--- config.mk ---
export PLATFORM = sky130hd
export DESIGN_NAME = aerr_regs
export DESIGN_NICKNAME = d
export VERILOG_FILES = /design/src/include/aerr_pkg.sv /design/src/hdl/aerr_regs.sv /design/src/hdl/aerr_sticky_bits.sv
export SDC_FILE = /design/constraint.sdc
export NUM_CORES = 1
export LEC_CHECK = 0
export BUFFER_PORTS_ARGS = -buffer_cell sky130_fd_sc_hd__buf_2
export CAP_MARGIN = 20
export CORE_ASPECT_RATIO = 0.6
export CORE_UTILIZATION = 48
export DETAILED_ROUTE_END_ITERATION = 8
export GPL_ROUTABILITY_DRIVEN = 0
export MAX_ROUTING_LAYER = met4
export PLACE_DENSITY_LB_ADDON = 0.12
export RECOVER_POWER = 50
export SKIP_CTS_REPAIR_TIMING = 1
export SLEW_MARGIN = 5
export SYNTH_ARGS = -nofsm -noshare
export SYNTH_HDL_FRONTEND = slang
export SYNTH_SLANG_ARGS = --single-unit
--- constraint.sdc ---
create_clock -name mclk -period 1.9 [get_ports mclk]
set_input_delay 0.095 -clock mclk [delete_from_list [all_inputs] [get_ports mclk]]
set_output_delay 0.095 -clock mclk [all_outputs]
set_load 0.03 [all_outputs]
--- src/include/aerr_pkg.sv ---
/*
 Constants, field layouts and carrier types for the per-port error
 reporting register bank. Assumes an APB master with 32-bit data and a
 single core clock shared with the layers that raise the error events.
*/
package aerr_pkg;

	localparam int unsigned AERR_ADDR_W = 12;
	localparam int unsigned AERR_DATA_W = 32;

	// Register byte offsets
	localparam logic [11:0] AERR_OFF_UNC_STATUS = 12'h104;
	localparam logic [11:0] AERR_OFF_UNC_MASK   = 12'h108;
	localparam logic [11:0] AERR_OFF_UNC_SEV    = 12'h10c;
	localparam logic [11:0] AERR_OFF_CORR_STAT  = 12'h110;
	localparam logic [11:0] AERR_OFF_CORR_MASK  = 12'h114;
	localparam logic [11:0] AERR_OFF_ERR_CTL    = 12'h118;
	localparam logic [11:0] AERR_OFF_HDR_FIRST  = 12'h11c;
	localparam logic [11:0] AERR_OFF_HDR_SECOND = 12'h120;
	localparam logic [11:0] AERR_OFF_CAP_LOCK   = 12'h130;

	// Uncorrectable bit positions (status, mask and severity share them)
	localparam logic [4:0] AERR_UE_ECRC_POS  = 5'h13;
	localparam logic [4:0] AERR_UE_UNSUP_POS = 5'h14;
	localparam int unsigned AERR_UE_NUM = 2;
	localparam logic [AERR_UE_NUM-1:0] AERR_UE_MASK_RST = 2'h0;
	localparam logic [AERR_UE_NUM-1:0] AERR_UE_SEV_RST  = 2'h0;

	// Correctable bit positions, index order matches aerr_corr_evt_t
	localparam int unsigned AERR_CE_NUM = 6;
	localparam logic [4:0] AERR_CE_POS [AERR_CE_NUM] = '{
		5'h00, 5'h06, 5'h07, 5'h08, 5'h0c, 5'h0d};
	localparam logic [AERR_CE_NUM-1:0] AERR_CE_MASK_RST = 6'h20;

	// Error control field layout
	localparam int unsigned AERR_CTL_PTR_MSB = 4;
	localparam int unsigned AERR_CTL_GEN_CAP = 5;
	localparam int unsigned AERR_CTL_GEN_EN  = 6;
	localparam int unsigned AERR_CTL_CHK_CAP = 7;
	localparam int unsigned AERR_CTL_CHK_EN  = 8;
	localparam logic [4:0] AERR_PTR_RST     = 5'h00;
	localparam logic       AERR_CAP_RST     = 1'h1;
	localparam logic       AERR_EN_RST      = 1'h0;
	localparam logic       AERR_LOCK_RST    = 1'h1;
	localparam logic [31:0] AERR_HDR_RST    = 32'h0000_0000;

	// Correctable events, bit 0 is receiver error
	typedef struct packed {
		logic advisory_nonfatal_flag;
		logic replay_timeout_flag;
		logic replay_rollover_flag;
		logic bad_link_packet_flag;
		logic bad_packet_flag;
		logic receiver_error_flag;
	} aerr_corr_evt_t;

	// Uncorrectable events with the header of the offending packet
	typedef struct packed {
		logic        unsupReq;
		logic        crcErr;
		logic [31:0] hdrFirst;
		logic [31:0] hdrSecond;
	} aerr_unc_evt_t;

	// Messages toward the root complex, one-cycle pulses
	typedef struct packed {
		logic fatal;
		logic nonFatal;
		logic correctable;
	} aerr_report_t;

endpackage

--- src/hdl/aerr_regs.sv ---
/*
 Error reporting register bank of one switch port: correctable status and
 mask, the upper uncorrectable severity bits with their status and mask,
 error control and the first two header log words, on an APB slave.
 Assumes event inputs are one-cycle pulses from logic on mclk, reset_n is
 the power-on reset and warmReset a synchronous non-power-on reset.
*/
// The APB register port was left to the implementer.
`timescale 1ns/1ps
`default_nettype none
module aerr_regs
	import aerr_pkg::*;
(
	input  wire logic                   mclk,
	input  wire logic                   reset_n,
	input  wire logic                   clkEn,
	input  wire logic                   warmReset,
	input  wire logic                   psel,
	input  wire logic                   penable,
	input  wire logic                   pwrite,
	input  wire logic [AERR_ADDR_W-1:0] paddr,
	input  wire logic [AERR_DATA_W-1:0] pwdata,
	output logic      [AERR_DATA_W-1:0] prdata,
	output logic                        pready,
	output logic                        pslverr,
	input  wire aerr_corr_evt_t         corrEvt,
	input  wire aerr_unc_evt_t          uncEvt,
	output aerr_report_t                report,
	output logic                        crcGenOn,
	output logic                        crcCheckOn
);

	// Bus decode
	logic                   setupPhase;
	logic                   wrStrobe;
	logic                   addrHit;
	logic [AERR_DATA_W-1:0] nxt_prdata;
	logic [AERR_DATA_W-1:0] prdata_ff;
	logic                   pslverr_ff;

	// Register state
	logic [AERR_CE_NUM-1:0] ceMask_ff;
	logic [AERR_CE_NUM-1:0] ceStatus;
	logic [AERR_CE_NUM-1:0] ceClr;
	logic [AERR_CE_NUM-1:0] ceSet;
	logic [31:0]            ceStatusWord;
	logic [31:0]            ceMaskWord;
	logic [AERR_UE_NUM-1:0] ueMask_ff;
	logic [AERR_UE_NUM-1:0] ueSev_ff;
	logic [AERR_UE_NUM-1:0] ueStatus;
	logic [AERR_UE_NUM-1:0] ueClr;
	logic [AERR_UE_NUM-1:0] ueSet;
	logic [AERR_UE_NUM-1:0] ueRaw;
	logic [4:0]             firstPtr_ff;
	logic [4:0]             nxt_firstPtr;
	logic                   genCap_ff;
	logic                   genEn_ff;
	logic                   chkCap_ff;
	logic                   chkEn_ff;
	logic                   capLock_ff;
	logic [31:0]            hdrFirst_ff;
	logic [31:0]            hdrSecond_ff;
	logic                   logFrozen;
	logic                   logCapture;
	aerr_report_t           report_ff;
	aerr_report_t           nxt_report;

	// Zero-wait slave; a frozen clock holds the access phase open
	assign setupPhase = psel && !penable;
	assign wrStrobe   = psel && penable && pwrite && clkEn;
	assign pready     = clkEn;
	assign prdata     = prdata_ff;
	assign pslverr    = pslverr_ff;

	// Address hit check, unaligned offsets count as unmapped
	always_comb begin
		unique case (paddr)
			AERR_OFF_UNC_STATUS,
			AERR_OFF_UNC_MASK,
			AERR_OFF_UNC_SEV,
			AERR_OFF_CORR_STAT,
			AERR_OFF_CORR_MASK,
			AERR_OFF_ERR_CTL,
			AERR_OFF_HDR_FIRST,
			AERR_OFF_HDR_SECOND,
			AERR_OFF_CAP_LOCK: addrHit = 1'b1;
			default: addrHit = 1'b0;
		endcase
	end

	// Gather the correctable clear bits from their word positions into packed order
	generate
		for (genvar i = 0; i < AERR_CE_NUM; i++) begin : g_ceMap
			assign ceSet[i] = corrEvt[i];
			assign ceClr[i] = wrStrobe && (paddr == AERR_OFF_CORR_STAT)
				&& pwdata[AERR_CE_POS[i]];
		end
	endgenerate

	// Reserved status and mask positions stay zero
	always_comb begin
		ceStatusWord = '0;
		ceMaskWord   = '0;
		for (int i = 0; i < AERR_CE_NUM; i++) begin
			ceStatusWord[AERR_CE_POS[i]] = ceStatus[i];
			ceMaskWord[AERR_CE_POS[i]]   = ceMask_ff[i];
		end
	end

	// Correctable status flags, sticky and write-one-to-clear
	aerr_sticky_bits #(
		.W (AERR_CE_NUM)
	) u_ceStatus (
		.mclk    (mclk),
		.reset_n (reset_n),
		.clkEn   (clkEn),
		.setVec  (ceSet),
		.clrVec  (ceClr),
		.status  (ceStatus)
	);

	// Masked uncorrectable events are neither logged nor reported
	assign ueRaw = {uncEvt.unsupReq, uncEvt.crcErr};
	assign ueSet = ueRaw & ~ueMask_ff;
	assign ueClr = {2{wrStrobe && (paddr == AERR_OFF_UNC_STATUS)}}
		& {pwdata[AERR_UE_UNSUP_POS], pwdata[AERR_UE_ECRC_POS]};

	// Uncorrectable status for the two kept events
	aerr_sticky_bits #(
		.W (AERR_UE_NUM)
	) u_ueStatus (
		.mclk    (mclk),
		.reset_n (reset_n),
		.clkEn   (clkEn),
		.setVec  (ueSet),
		.clrVec  (ueClr),
		.status  (ueStatus)
	);

	// Log stays frozen while the bit it points at is still set
	always_comb begin
		logFrozen = 1'b0;
		if (firstPtr_ff == AERR_UE_ECRC_POS) begin
			logFrozen = ueStatus[0] && !ueClr[0];
		end else if (firstPtr_ff == AERR_UE_UNSUP_POS) begin
			logFrozen = ueStatus[1] && !ueClr[1];
		end
	end

	// ECRC wins when both arrive together
	assign logCapture   = (|ueSet) && !logFrozen;
	assign nxt_firstPtr = ueSet[0] ? AERR_UE_ECRC_POS : AERR_UE_UNSUP_POS;

	// First error pointer, sticky
	always_ff @(posedge mclk or negedge reset_n) begin
		if (!reset_n) begin
			firstPtr_ff <= AERR_PTR_RST;
		end else if (clkEn && logCapture) begin
			firstPtr_ff <= nxt_firstPtr;
		end
	end

	// Second header word, sticky
	always_ff @(posedge mclk or negedge reset_n) begin
		if (!reset_n) begin
			hdrSecond_ff <= AERR_HDR_RST;
		end else if (clkEn && logCapture) begin
			hdrSecond_ff <= uncEvt.hdrSecond;
		end
	end

	// First header word is not sticky, so warm reset clears it
	always_ff @(posedge mclk or negedge reset_n) begin
		if (!reset_n) begin
			hdrFirst_ff <= AERR_HDR_RST;
		end else if (clkEn) begin
			if (warmReset) begin
				hdrFirst_ff <= AERR_HDR_RST;
			end else if (logCapture) begin
				hdrFirst_ff <= uncEvt.hdrFirst;
			end
		end
	end

	// Uncorrectable mask and severity, sticky
	always_ff @(posedge mclk or negedge reset_n) begin
		if (!reset_n) begin
			ueMask_ff <= AERR_UE_MASK_RST;
			ueSev_ff  <= AERR_UE_SEV_RST;
		end else if (clkEn && wrStrobe) begin
			if (paddr == AERR_OFF_UNC_MASK) begin
				ueMask_ff <= {pwdata[AERR_UE_UNSUP_POS], pwdata[AERR_UE_ECRC_POS]};
			end
			if (paddr == AERR_OFF_UNC_SEV) begin
				ueSev_ff <= {pwdata[AERR_UE_UNSUP_POS], pwdata[AERR_UE_ECRC_POS]};
			end
		end
	end

	// Correctable mask, sticky; advisory masked out of reset
	always_ff @(posedge mclk or negedge reset_n) begin
		if (!reset_n) begin
			ceMask_ff <= AERR_CE_MASK_RST;
		end else if (clkEn && wrStrobe && (paddr == AERR_OFF_CORR_MASK)) begin
			for (int i = 0; i < AERR_CE_NUM; i++) begin
				ceMask_ff[i] <= pwdata[AERR_CE_POS[i]];
			end
		end
	end

	// CRC enables, sticky
	always_ff @(posedge mclk or negedge reset_n) begin
		if (!reset_n) begin
			genEn_ff <= AERR_EN_RST;
			chkEn_ff <= AERR_EN_RST;
		end else if (clkEn && wrStrobe && (paddr == AERR_OFF_ERR_CTL)) begin
			genEn_ff <= pwdata[AERR_CTL_GEN_EN];
			chkEn_ff <= pwdata[AERR_CTL_CHK_EN];
		end
	end

	// Capability bits and their lock; warm reset restores both
	always_ff @(posedge mclk or negedge reset_n) begin
		if (!reset_n) begin
			genCap_ff  <= AERR_CAP_RST;
			chkCap_ff  <= AERR_CAP_RST;
			capLock_ff <= AERR_LOCK_RST;
		end else if (clkEn) begin
			if (warmReset) begin
				genCap_ff  <= AERR_CAP_RST;
				chkCap_ff  <= AERR_CAP_RST;
				capLock_ff <= AERR_LOCK_RST;
			end else if (wrStrobe) begin
				if (paddr == AERR_OFF_CAP_LOCK) begin
					capLock_ff <= pwdata[0];
				end
				if ((paddr == AERR_OFF_ERR_CTL) && !capLock_ff) begin
					genCap_ff <= pwdata[AERR_CTL_GEN_CAP];
					chkCap_ff <= pwdata[AERR_CTL_CHK_CAP];
				end
			end
		end
	end

	// Enables only count when the matching capability is present
	assign crcGenOn   = genEn_ff && genCap_ff;
	assign crcCheckOn = chkEn_ff && chkCap_ff;

	// Messages toward the root complex
	always_comb begin
		nxt_report             = '0;
		nxt_report.correctable = |(ceSet & ~ceMask_ff);
		nxt_report.fatal       = |(ueSet & ueSev_ff);
		nxt_report.nonFatal    = |(ueSet & ~ueSev_ff);
	end

	// Registered so each message is a clean one-cycle pulse
	always_ff @(posedge mclk or negedge reset_n) begin
		if (!reset_n) begin
			report_ff <= '0;
		end else if (clkEn) begin
			report_ff <= nxt_report;
		end
	end

	assign report = report_ff;

	// Read mux; reserved bits and unmapped offsets return zero
	always_comb begin
		nxt_prdata = '0;
		unique case (paddr)
			AERR_OFF_UNC_STATUS: begin
				nxt_prdata[AERR_UE_ECRC_POS]  = ueStatus[0];
				nxt_prdata[AERR_UE_UNSUP_POS] = ueStatus[1];
			end
			AERR_OFF_UNC_MASK: begin
				nxt_prdata[AERR_UE_ECRC_POS]  = ueMask_ff[0];
				nxt_prdata[AERR_UE_UNSUP_POS] = ueMask_ff[1];
			end
			AERR_OFF_UNC_SEV: begin
				nxt_prdata[AERR_UE_ECRC_POS]  = ueSev_ff[0];
				nxt_prdata[AERR_UE_UNSUP_POS] = ueSev_ff[1];
			end
			AERR_OFF_CORR_STAT: begin
				nxt_prdata = ceStatusWord;
			end
			AERR_OFF_CORR_MASK: begin
				nxt_prdata = ceMaskWord;
			end
			AERR_OFF_ERR_CTL: begin
				nxt_prdata[AERR_CTL_PTR_MSB:0] = firstPtr_ff;
				nxt_prdata[AERR_CTL_GEN_CAP]   = genCap_ff;
				nxt_prdata[AERR_CTL_GEN_EN]    = genEn_ff;
				nxt_prdata[AERR_CTL_CHK_CAP]   = chkCap_ff;
				nxt_prdata[AERR_CTL_CHK_EN]    = chkEn_ff;
			end
			AERR_OFF_HDR_FIRST: begin
				nxt_prdata = hdrFirst_ff;
			end
			AERR_OFF_HDR_SECOND: begin
				nxt_prdata = hdrSecond_ff;
			end
			AERR_OFF_CAP_LOCK: begin
				nxt_prdata[0] = capLock_ff;
			end
			default: begin
				nxt_prdata = '0;
			end
		endcase
	end

	// Read data and error sampled in setup, held through access
	always_ff @(posedge mclk or negedge reset_n) begin
		if (!reset_n) begin
			prdata_ff  <= '0;
			pslverr_ff <= 1'b0;
		end else if (clkEn && setupPhase) begin
			prdata_ff  <= pwrite ? '0 : nxt_prdata;
			pslverr_ff <= !addrHit;
		end
	end

endmodule
`default_nettype wire

--- src/hdl/aerr_sticky_bits.sv ---
/*
 A vector of hardware-set, write-one-to-clear status flags.
 Assumes set and clear come from logic on mclk; only the power-on reset
 clears it, so the flags survive warm resets.
*/
`timescale 1ns/1ps
`default_nettype none
module aerr_sticky_bits
	import aerr_pkg::*;
#(
	parameter int unsigned W = 6
) (
	input  wire logic         mclk,
	input  wire logic         reset_n,
	input  wire logic         clkEn,
	input  wire logic [W-1:0] setVec,
	input  wire logic [W-1:0] clrVec,
	output logic      [W-1:0] status
);

	logic [W-1:0] flag_ff;
	logic [W-1:0] nxt_flag;

	// Set beats clear so an event in the clearing cycle is kept
	always_comb begin
		nxt_flag = (flag_ff & ~clrVec) | setVec;
	end

	// Power-on reset only; warm reset never reaches these
	always_ff @(posedge mclk or negedge reset_n) begin
		if (!reset_n) begin
			flag_ff <= '0;
		end else if (clkEn) begin
			flag_ff <= nxt_flag;
		end
	end

	assign status = flag_ff;

endmodule
`default_nettype wire

==> results of run 1 <==
[per-stage QoR]
stage | setup slack [ps] | area (sq um) | util
floorplan | -232.6 | 6148 | -
global placement | -259.4 | 7279 | 0.5939
detailed placement | -313.9 | 7279 | 0.5939
CTS | -69.28 | 7883 | 0.6431
global route | -6.765 | 8481 | 0.6919
finish | 56.96 | 8481 | 0.6919
[registers in the layout, summed over array words and instances (netlist names)]
register and count:
chkEn_ff 1, u_ueStatus.status 2, hdrFirst_ff 32, report 3, pslverr 1, capLock_ff 1
prdata 32, chkCap_ff 1, ueMask_ff 2, ueSev_ff 2, u_ceStatus.status 6, hdrSecond_ff 32
genCap_ff 1, firstPtr_ff 3, genEn_ff 1, ceMask_ff 6
[layout make-up]
cell class | instances | area, sq um
Fill cell | 958 | 3776
Sequential cell | 126 | 3158
Multi-Input combinational cell | 359 | 2651
Timing Repair Buffer | 251 | 1712
Clock buffer | 20 | 466.7
Tap cell | 165 | 206.4
Inverter | 40 | 150.1
Clock inverter | 12 | 136.4
[synth_stat cells (5+ instances only)]
cell,instances,area (sq um)
mux2_1,24,270.3
nor2_1,12,45.04
a31oi_1,7,43.79
a22o_1,8,70.07
o21ai_0,38,190.2
mux2_2,26,292.8
clkbuf_1,29,108.9
nand2b_1,33,206.5
nor3_1,9,45.04
buf_2,5,25.02
nor2b_1,5,31.28
nand4b_1,34,297.8
a22oi_1,20,150.1
o311ai_0,29,254.0
inv_1,40,150.1
dfrtp_1,122,3053
nand2_1,49,183.9
[worst min path at each step]
stage / from / to / slack, ps / cells after the start
floorplan: reset_n / ceMask_ff[0] / -200 / 0
finish: uncEvt[43] / hdrFirst_ff[11] / -30 / 3
global route: uncEvt[43] / hdrFirst_ff[11] / 0.07 / 3
detailed placement: reset_n / ueMask_ff[0] / 90 / 1
CTS: reset_n / ueMask_ff[0] / -340 / 1
global placement: reset_n / ueMask_ff[0] / 80 / 1
[power groups by stage]
stage / Sequential [mW] / Clock (mW) / Combinational (mW)
floorplan: 3.82 / 0 / 1.21
global placement: 3.92 / 0 / 1.70
detailed placement: 3.95 / 0 / 1.78
CTS: 3.92 / 3.30 / 1.80
global route: 4.02 / 3.43 / 2.12
finish: 3.93 / 3.26 / 1.92
[routing by layer]
metal / share of wire / up-vias
met2: 0.44 / 210
li1: - / 2540
met1: 0.48 / 2690
met5: 0 / -
met4: 0.014 / 0
met3: 0.065 / 25
[tightest hold or removal path: stages]
cell,delay [ps]
buf_2,90
nand4b_1,80
o311ai_1,80
[cells by family (layout without fill, tap and decap cells)]
family	count (synthesis)	in the layout	share of synthesized area
AOI/OAI and AO/OA	131	131	0.1537
buffers and inverters	83	323	0.05726
muxes	55	55	0.1019
and+or+nand+nor	173	173	0.1728
DFF	126	126	0.5144
==> flow_summary.yaml, run 1 <==
setup_path:
  worstPathMaxFanout: 22
  crit_end: "hdrFirst_ff[13]"
  crit_arrival_ps: 2130
  crit_required_ps: 2190
  path_delay_family: "compound AO/OA/AOI/OAI gates"
  cp_slowest_cell: "dfrtp_1"
  slowest_delay_ps: 410
  path_cells: "nor2b_4 -> o21a_1 -> a31o_1 -> and2_4 -> buf_12 -> buf_4 -> o311ai_0"
  r2r-start: "ueMask_ff[0]"
  reg2reg_to: "hdrFirst_ff[13]"
  worst_setup_path_end_kind: "flop"
  path_depth: 7
  reg2reg_depth: 7
  r2r_setup_slack_ps: 60
  critical_path.startpoint: "ueMask_ff[0]"
  critical_path_class: "reg2reg"
  startpoint_type: "flop"
  cp.buffers_inverters: 2
sta:
  fin_setup_tns_ps: 0
  period_minus_slack_ps: 1843
  max_freq_mhz: 542.6
  worst_pin_slew_ps: 1082
  rsz0062_at_grt: "yes"
  holdWs_ps: -29.51
  skew_ps: 14.21
  hold_viol: 9
  slew_violations: 0
  min_period_over_period: 0.9700
  setup_viol_count_final: 0
  slew_headroom: 0.2788
synthesis:
  syn_avg_cell_area_sq_um: 10.81
  synth_flop_cell: "dfrtp_1"
  synth_edf_count: 0
  syn_nets: 691
  synth_warnings: 0
  synth_area_sq_um: 6140
  synth_cells: 568
  ys_seq_area_frac: 0.5144
  yosysUniqueCellTypes: 55
  synth-async-reset-ratio: 1.000
  ys_ff_latch: 126
placement:
  dp_hpwl_mm: 11.92
  port_buffers: 138
  dp.cells: 877
global_routing:
  antenna_found_initial: 0
  groute.usage.overall: 0.2799
  busiest_layer: "met1"
  first_global_vias: 5148
  met1_usage: 0.4043
  gr-usage-met2: 0.4020
  grt_util_met3: 0.05051
  grt_max_degree: 41
  grt_pass1_wl_mm: 27.11
  grt.overflow.total: 0
power:
  leakage_nw: 3.734
  p_sw_frac: 0.2958
  p_switching_mw: 2.694
  pwr-share-comb: 0.210
  power.internal_mw: 6.412
  clockPowerShare: 0.358
  seq_power_share: 0.431
  finalPower_mw: 9.106
  ir_drop_v: 0.0006735
  power_density_nw_per_um2: 1074
clock_network:
  clockBufferDepth: 2
  numClockSinks: 126
  tritoncts: "built"
  clkLatencyLatePin_ps: 410
  cts_inserted_buffers: 17
  cts_max_level: 4
  clk_pin_slew_ps: 60
  cts_root_buffer: "clkbuf_16"
detailed_routing:
  first_pass_iters: 7
  drc: 0
  wl_per_cell_um: 17.94
  detail_route.wirelength_mm: 17.46
  routed_via_density: 5.617
  drtIter0Drc: 454
  detailroute.via_count: 5465
  drtAntennaViolNets: 0
floorplan:
  num_io_pins: 162
  core_sq_um: 12260
  die-area_sq_um: 13260
  start_util: 0.5009
  rows: 31
  chipWidth_um: 148.0
  die_h_um: 89.61
run_status:
  status: "complete, but fails checks"
  violations: "negative hold slack"
final_layout:
  diodes: 0
  stdcell_count: 973
  drive_above_1_share: 0.3045
  areaGrowthSynthToFinish_pct: 38.13
  mostFrequentLayoutCells: "dfrtp_1, buf_2, dlygate4sd3_1"
  final_nets: 918
run:
  maxCapViolations: 0
hold_path:
  hold_class: "in2reg"
No activity file was read; power rests on OpenSTA's default activity.
==> run 2, diff against run 1 <==
Settings changed: SYNTH_HIERARCHICAL from default to 1.
==> flow_summary.yaml, run 2 <==
run_status:
  status: "complete, but fails checks"
  violations: "negative hold slack"
synthesis:
  ys_seq_area_frac: 0.5054
  ys_top_cells_by_count: "dfrtp_1, nand2_1, inv_1"
  yosysTopAreaCell: "dfrtp_1"
  synth_area_sq_um: 6248
  synth_warnings: 6
  synth-async-reset-ratio: 1.000
  syn_avg_cell_area_sq_um: 10.81
  synth_edf_count: 0
  synth_most_common_cell: "dfrtp_1"
  synth_cells: 578
  synth_area_leaders: "dfrtp_1, mux2_2, nand4b_1, o311ai_0, a22oi_1"
  synth_flop_cell: "dfrtp_1"
  syn_nets: 701
  yosysUniqueCellTypes: 49
  synth_top_area_frac: 0.4886
  ys_ff_latch: 126
sta:
  rsz0062_at_grt: "yes"
  skew_ps: 8.742
  period_minus_slack_ps: 1871
  hold_viol: 15
  max_freq_mhz: 534.4
  setup_viol_count_final: 0
  holdWs_ps: -27.71
  slew_headroom: 0.2740
  min_period_over_period: 0.9848
  slew_violations: 0
  worst_pin_slew_ps: 1089
clock_network:
  cts_root_buffer: "clkbuf_16"
  clkLatencyLatePin_ps: 410
  tritoncts: "built"
  clockBufferDepth: 2
  cts_inserted_buffers: 17
  cts_max_level: 4
  clk_pin_slew_ps: 60
  numClockSinks: 126
setup_path:
  worst_setup_path_end_kind: "flop"
  path_cells: "nor2b_2 -> o21ai_1 -> buf_4 -> o22ai_4 -> and2_4 -> buf_12 -> mux2_2"
  reg2reg_depth: 7
  crit_arrival_ps: 2160
  slowest_delay_ps: 400
  crit_required_ps: 2190
  cp_slowest_cell: "dfrtp_1"
  startpoint_type: "flop"
  critical_path_class: "reg2reg"
  worstPathMaxFanout: 14
floorplan:
  die-area_sq_um: 13490
  num_io_pins: 162
  core_sq_um: 12370
  die_h_um: 90.38
  rows: 31
  start_util: 0.5050
  chipWidth_um: 149.3
global_routing:
  antenna_found_initial: 0
  grt_pass1_wl_mm: 28.02
  grt_max_degree: 70
  first_global_vias: 5296
  grt.overflow.total: 0
  groute.usage.overall: 0.2807
final_layout:
  areaGrowthSynthToFinish_pct: 36.40
  mostFrequentLayoutCells: "buf_2, dfrtp_1, dlygate4sd3_1"
  regArea_sq_um: 3158
  multi_input_area_sq_um: 2765
  final_common_cell: "buf_2"
  drive_above_1_share: 0.3346
  finalInstanceArea_sq_um: 8523
  fill_cells: 952
  stdcell_count: 963
  final_nets: 908
  diodes: 0
placement:
  dp_hpwl_mm: 11.97
  port_buffers: 138
  dp.cells: 877
  place_area_sq_um: 7312
power:
  ir_drop_v: 0.0006841
  power_density_nw_per_um2: 1118
  leakage_nw: 3.750
detailed_routing:
  detailroute.via_count: 5525
  drtAntennaViolNets: 0
  drtIter0Drc: 369
  wl_per_cell_um: 18.78
  first_pass_iters: 5
  detail_route.wirelength_mm: 18.09
  drc: 0
  routed_via_density: 5.737
hold_path:
  min_path_cells: 3
  hold_class: "in2reg"
run:
  maxCapViolations: 0
-- run 2: cell count changes in the layout (fill, tap and decap cells not counted), moves of 5 or more --
cell	delta
a31oi_1	-7
mux2_2	+6
o21ai_0	-6
dlygate4sd3_1	-12
a22oi_1	+13
clkbuf_1	-14
mux2_1	-7
o21ai_1	+5
buf_4	-9
o311ai_0	+13
o311ai_1	-13
and2_1	+5
buf_2	+15
-- run 2: power by group --
group / internal (mW) / switching [mW]
clock: 2.34 / 1.24
combinational: 1.02 / 0.991
sequential: 3.41 / 0.534
-- run 2: worst max-delay path: cells and delay by family (launching register included) --
kind / cells / cell delay (ps)
AO/OA/AOI/OAI: 2 / 230
multiplexers: 1 / 340
flip-flops: 1 / 400
AND/OR/NAND/NOR: 2 / 430
buffers and inverters: 2 / 330
-- run 2: through the flow --
stage	setup slack [ps]	power [mW]	setup TNS (ps)	util
3_5_place_dp	-75.81	5.781	-790.7	0.5910
5_1_grt	-44.89	9.989	-1621	0.6888
4_1_cts	-48.08	9.385	-557.7	0.6431
3_3_place_gp	0.5281	5.625	0	0.5910
6_report	28.91	9.530	0	0.6888
2_1_floorplan	14.21	5.043	0	-
-- run 2: path summary, 6_finish.rpt --
check | from | end | slack [ps]
setup reg to reg | ueMask_ff[1] | hdrSecond_ff[11] | 30
min in group asynchronous | reset_n | hdrSecond_ff[6] | 420
setup / recovery | ueMask_ff[1] | hdrSecond_ff[11] | 30
hold reg to reg | prdata[24] | prdata[24] | 470
hold / removal | uncEvt[49] | hdrFirst_ff[17] | -30
max in group asynchronous | reset_n | hdrFirst_ff[24] | 270
-- run 2: metal layers --
layer | track usage | up-vias | share of wire
met2 | 0.3922 | 231 | 0.44
li1 | - | 2529 | -
met3 | 0.05000 | 30 | 0.074
met5 | - | - | 0
met4 | 0.08333 | 0 | 0.013
met1 | 0.4138 | 2735 | 0.47
-- run 2: logic make-up (layout without fill, tap and decap cells) --
family / after synthesis / after routing / synth area share
buffers and inverters: 84 / 304 / 0.05847
flip-flops: 126 / 126 / 0.5054
AND/OR/NAND/NOR: 182 / 182 / 0.1782
multiplexers: 58 / 58 / 0.1113
AO/OA/AOI/OAI: 128 / 128 / 0.1466
-- run 2: layout make-up --
type                    count  share of cell area
well taps                 165             0.02422
multi-input cells         368              0.3244
inverters                  41             0.01806
repair buffers            231              0.1870
clock buffers              19             0.05079
clock inverters            13             0.02496
flip-flops and latches    126              0.3705
==> run 3, diff against run 2 <==
Clock period 1.9 ns to 1.65 ns, I/O delays scaled along.
==> flow_summary.yaml, run 3 (synthesized netlist as in run 2, its figures left out) <==
final_layout:
  stdcell_count: 1000
  final_nets: 946
  postLayoutCoreUtil: 0.7359
  areaGrowthSynthToFinish_pct: 45.71
  mostFrequentLayoutCells: "buf_2, dfrtp_1, dlygate4sd3_1"
  diodes: 0
  drive_above_1_share: 0.3772
  final_common_cell: "buf_2"
  finalInstanceArea_sq_um: 9105
placement:
  dp_hpwl_mm: 12.19
  dp.cells: 892
  place_area_sq_um: 7488
  dpl_worst_slack_ps: -252.9
  port_buffers: 138
sta:
  fin_ws_ps: -215.7
  holdWs_ps: -45.92
  slew_headroom: 0.3767
  slew_violations: 0
  setup_viol_count_final: 62
  period_minus_slack_ps: 1866
  worst_pin_slew_ps: 934.9
  fin_setup_tns_ps: -7549
  min_period_over_period: 1.131
  hold_viol: 4
  rsz0062_at_grt: "yes"
  skew_ps: 10.50
  max_freq_mhz: 536.0
floorplan:
  num_io_pins: 162
  rows: 31
  core_sq_um: 12370
  chipWidth_um: 149.3
  die-area_sq_um: 13490
  die_h_um: 90.38
  start_util: 0.5050
power:
  finalPower_mw: 11.37
  leakage_nw: 4.042
  ir_drop_v: 0.0007976
  power_density_nw_per_um2: 1248
global_routing:
  first_global_vias: 5118
  groute.usage.overall: 0.2703
  grt_max_degree: 70
  grt.overflow.total: 0
  grt_pass1_wl_mm: 27.13
  antenna_found_initial: 0
setup_path:
  r2r_setup_slack_ps: -220
  r2r-start: "ueMask_ff[1]"
  worst_setup_path_end_kind: "flop"
  worstPathMaxFanout: 10
  crit_required_ps: 1930
  critical_path_class: "reg2reg"
  crit_end: "hdrSecond_ff[19]"
  critical_path.startpoint: "ueMask_ff[1]"
  startpoint_type: "flop"
  reg2reg_to: "hdrSecond_ff[19]"
  crit_arrival_ps: 2140
  reg2reg_depth: 6
detailed_routing:
  drtAntennaViolNets: 0
  detailroute.via_count: 5727
  detail_route.wirelength_mm: 19.50
  wl_per_cell_um: 19.50
  drc: 0
  routed_via_density: 5.727
  first_pass_iters: 5
  drtIter0Drc: 410
clock_network:
  clk_pin_slew_ps: 60
  clkLatencyLatePin_ps: 410
  cts_max_level: 4
  clockBufferDepth: 2
  cts_inserted_buffers: 17
  tritoncts: "built"
  numClockSinks: 126
  cts_root_buffer: "clkbuf_16"
hold_path:
  hold_class: "in2reg"
  min_path_cells: 3
run:
  maxCapViolations: 0
run_status:
  violations: "negative hold slack, negative setup slack"
  status: "complete, but fails checks"
==> run 3: critical path: stages, from the launching register on <==
cell      delay [ps]
dfrtp_1          410
nor2b_4          170
o211ai_1         170
o22ai_4          170
and2_4           310
buf_12           170
mux2_1           330
==> run 3: per-layer routing <==
layer / GRT usage / part of all wire
met1: 0.4011 / 0.47
met3: 0.06061 / 0.063
met2: 0.3810 / 0.46
met4: 0.04507 / 0.0098
met5: - / 0
==> run 3: report_power, final <==
part | total (mW) | internal, mW | switching (mW)
combinational | 3.20 | 1.74 | 1.46
clock | 3.61 | 2.25 | 1.36
sequential | 4.56 | 3.93 | 0.625
total | 11.4 | 7.92 | 3.44
==> run 3: worst min path at each step <==
stage / from / end / slack, ps
floorplan: reset_n / ceMask_ff[0] / -210
global placement: reset_n / u_ceStatus/status[1] / 80
detailed placement: reset_n / u_ceStatus/status[3] / 90
CTS: reset_n / chkEn_ff / -340
global route: uncEvt[59] / hdrFirst_ff[27] / 0.8
finish: uncEvt[32] / hdrFirst_ff[0] / -50
==> run 3: area by class of cell <==
class | count | area, sq um
Sequential cell | 126 | 3158
Clock inverter | 10 | 115.1
Tap cell | 165 | 206.4
Inverter | 41 | 153.9
Multi-Input combinational cell | 369 | 2995
Clock buffer | 21 | 450.4
Timing Repair Buffer | 268 | 2026
Fill cell | 875 | 3268
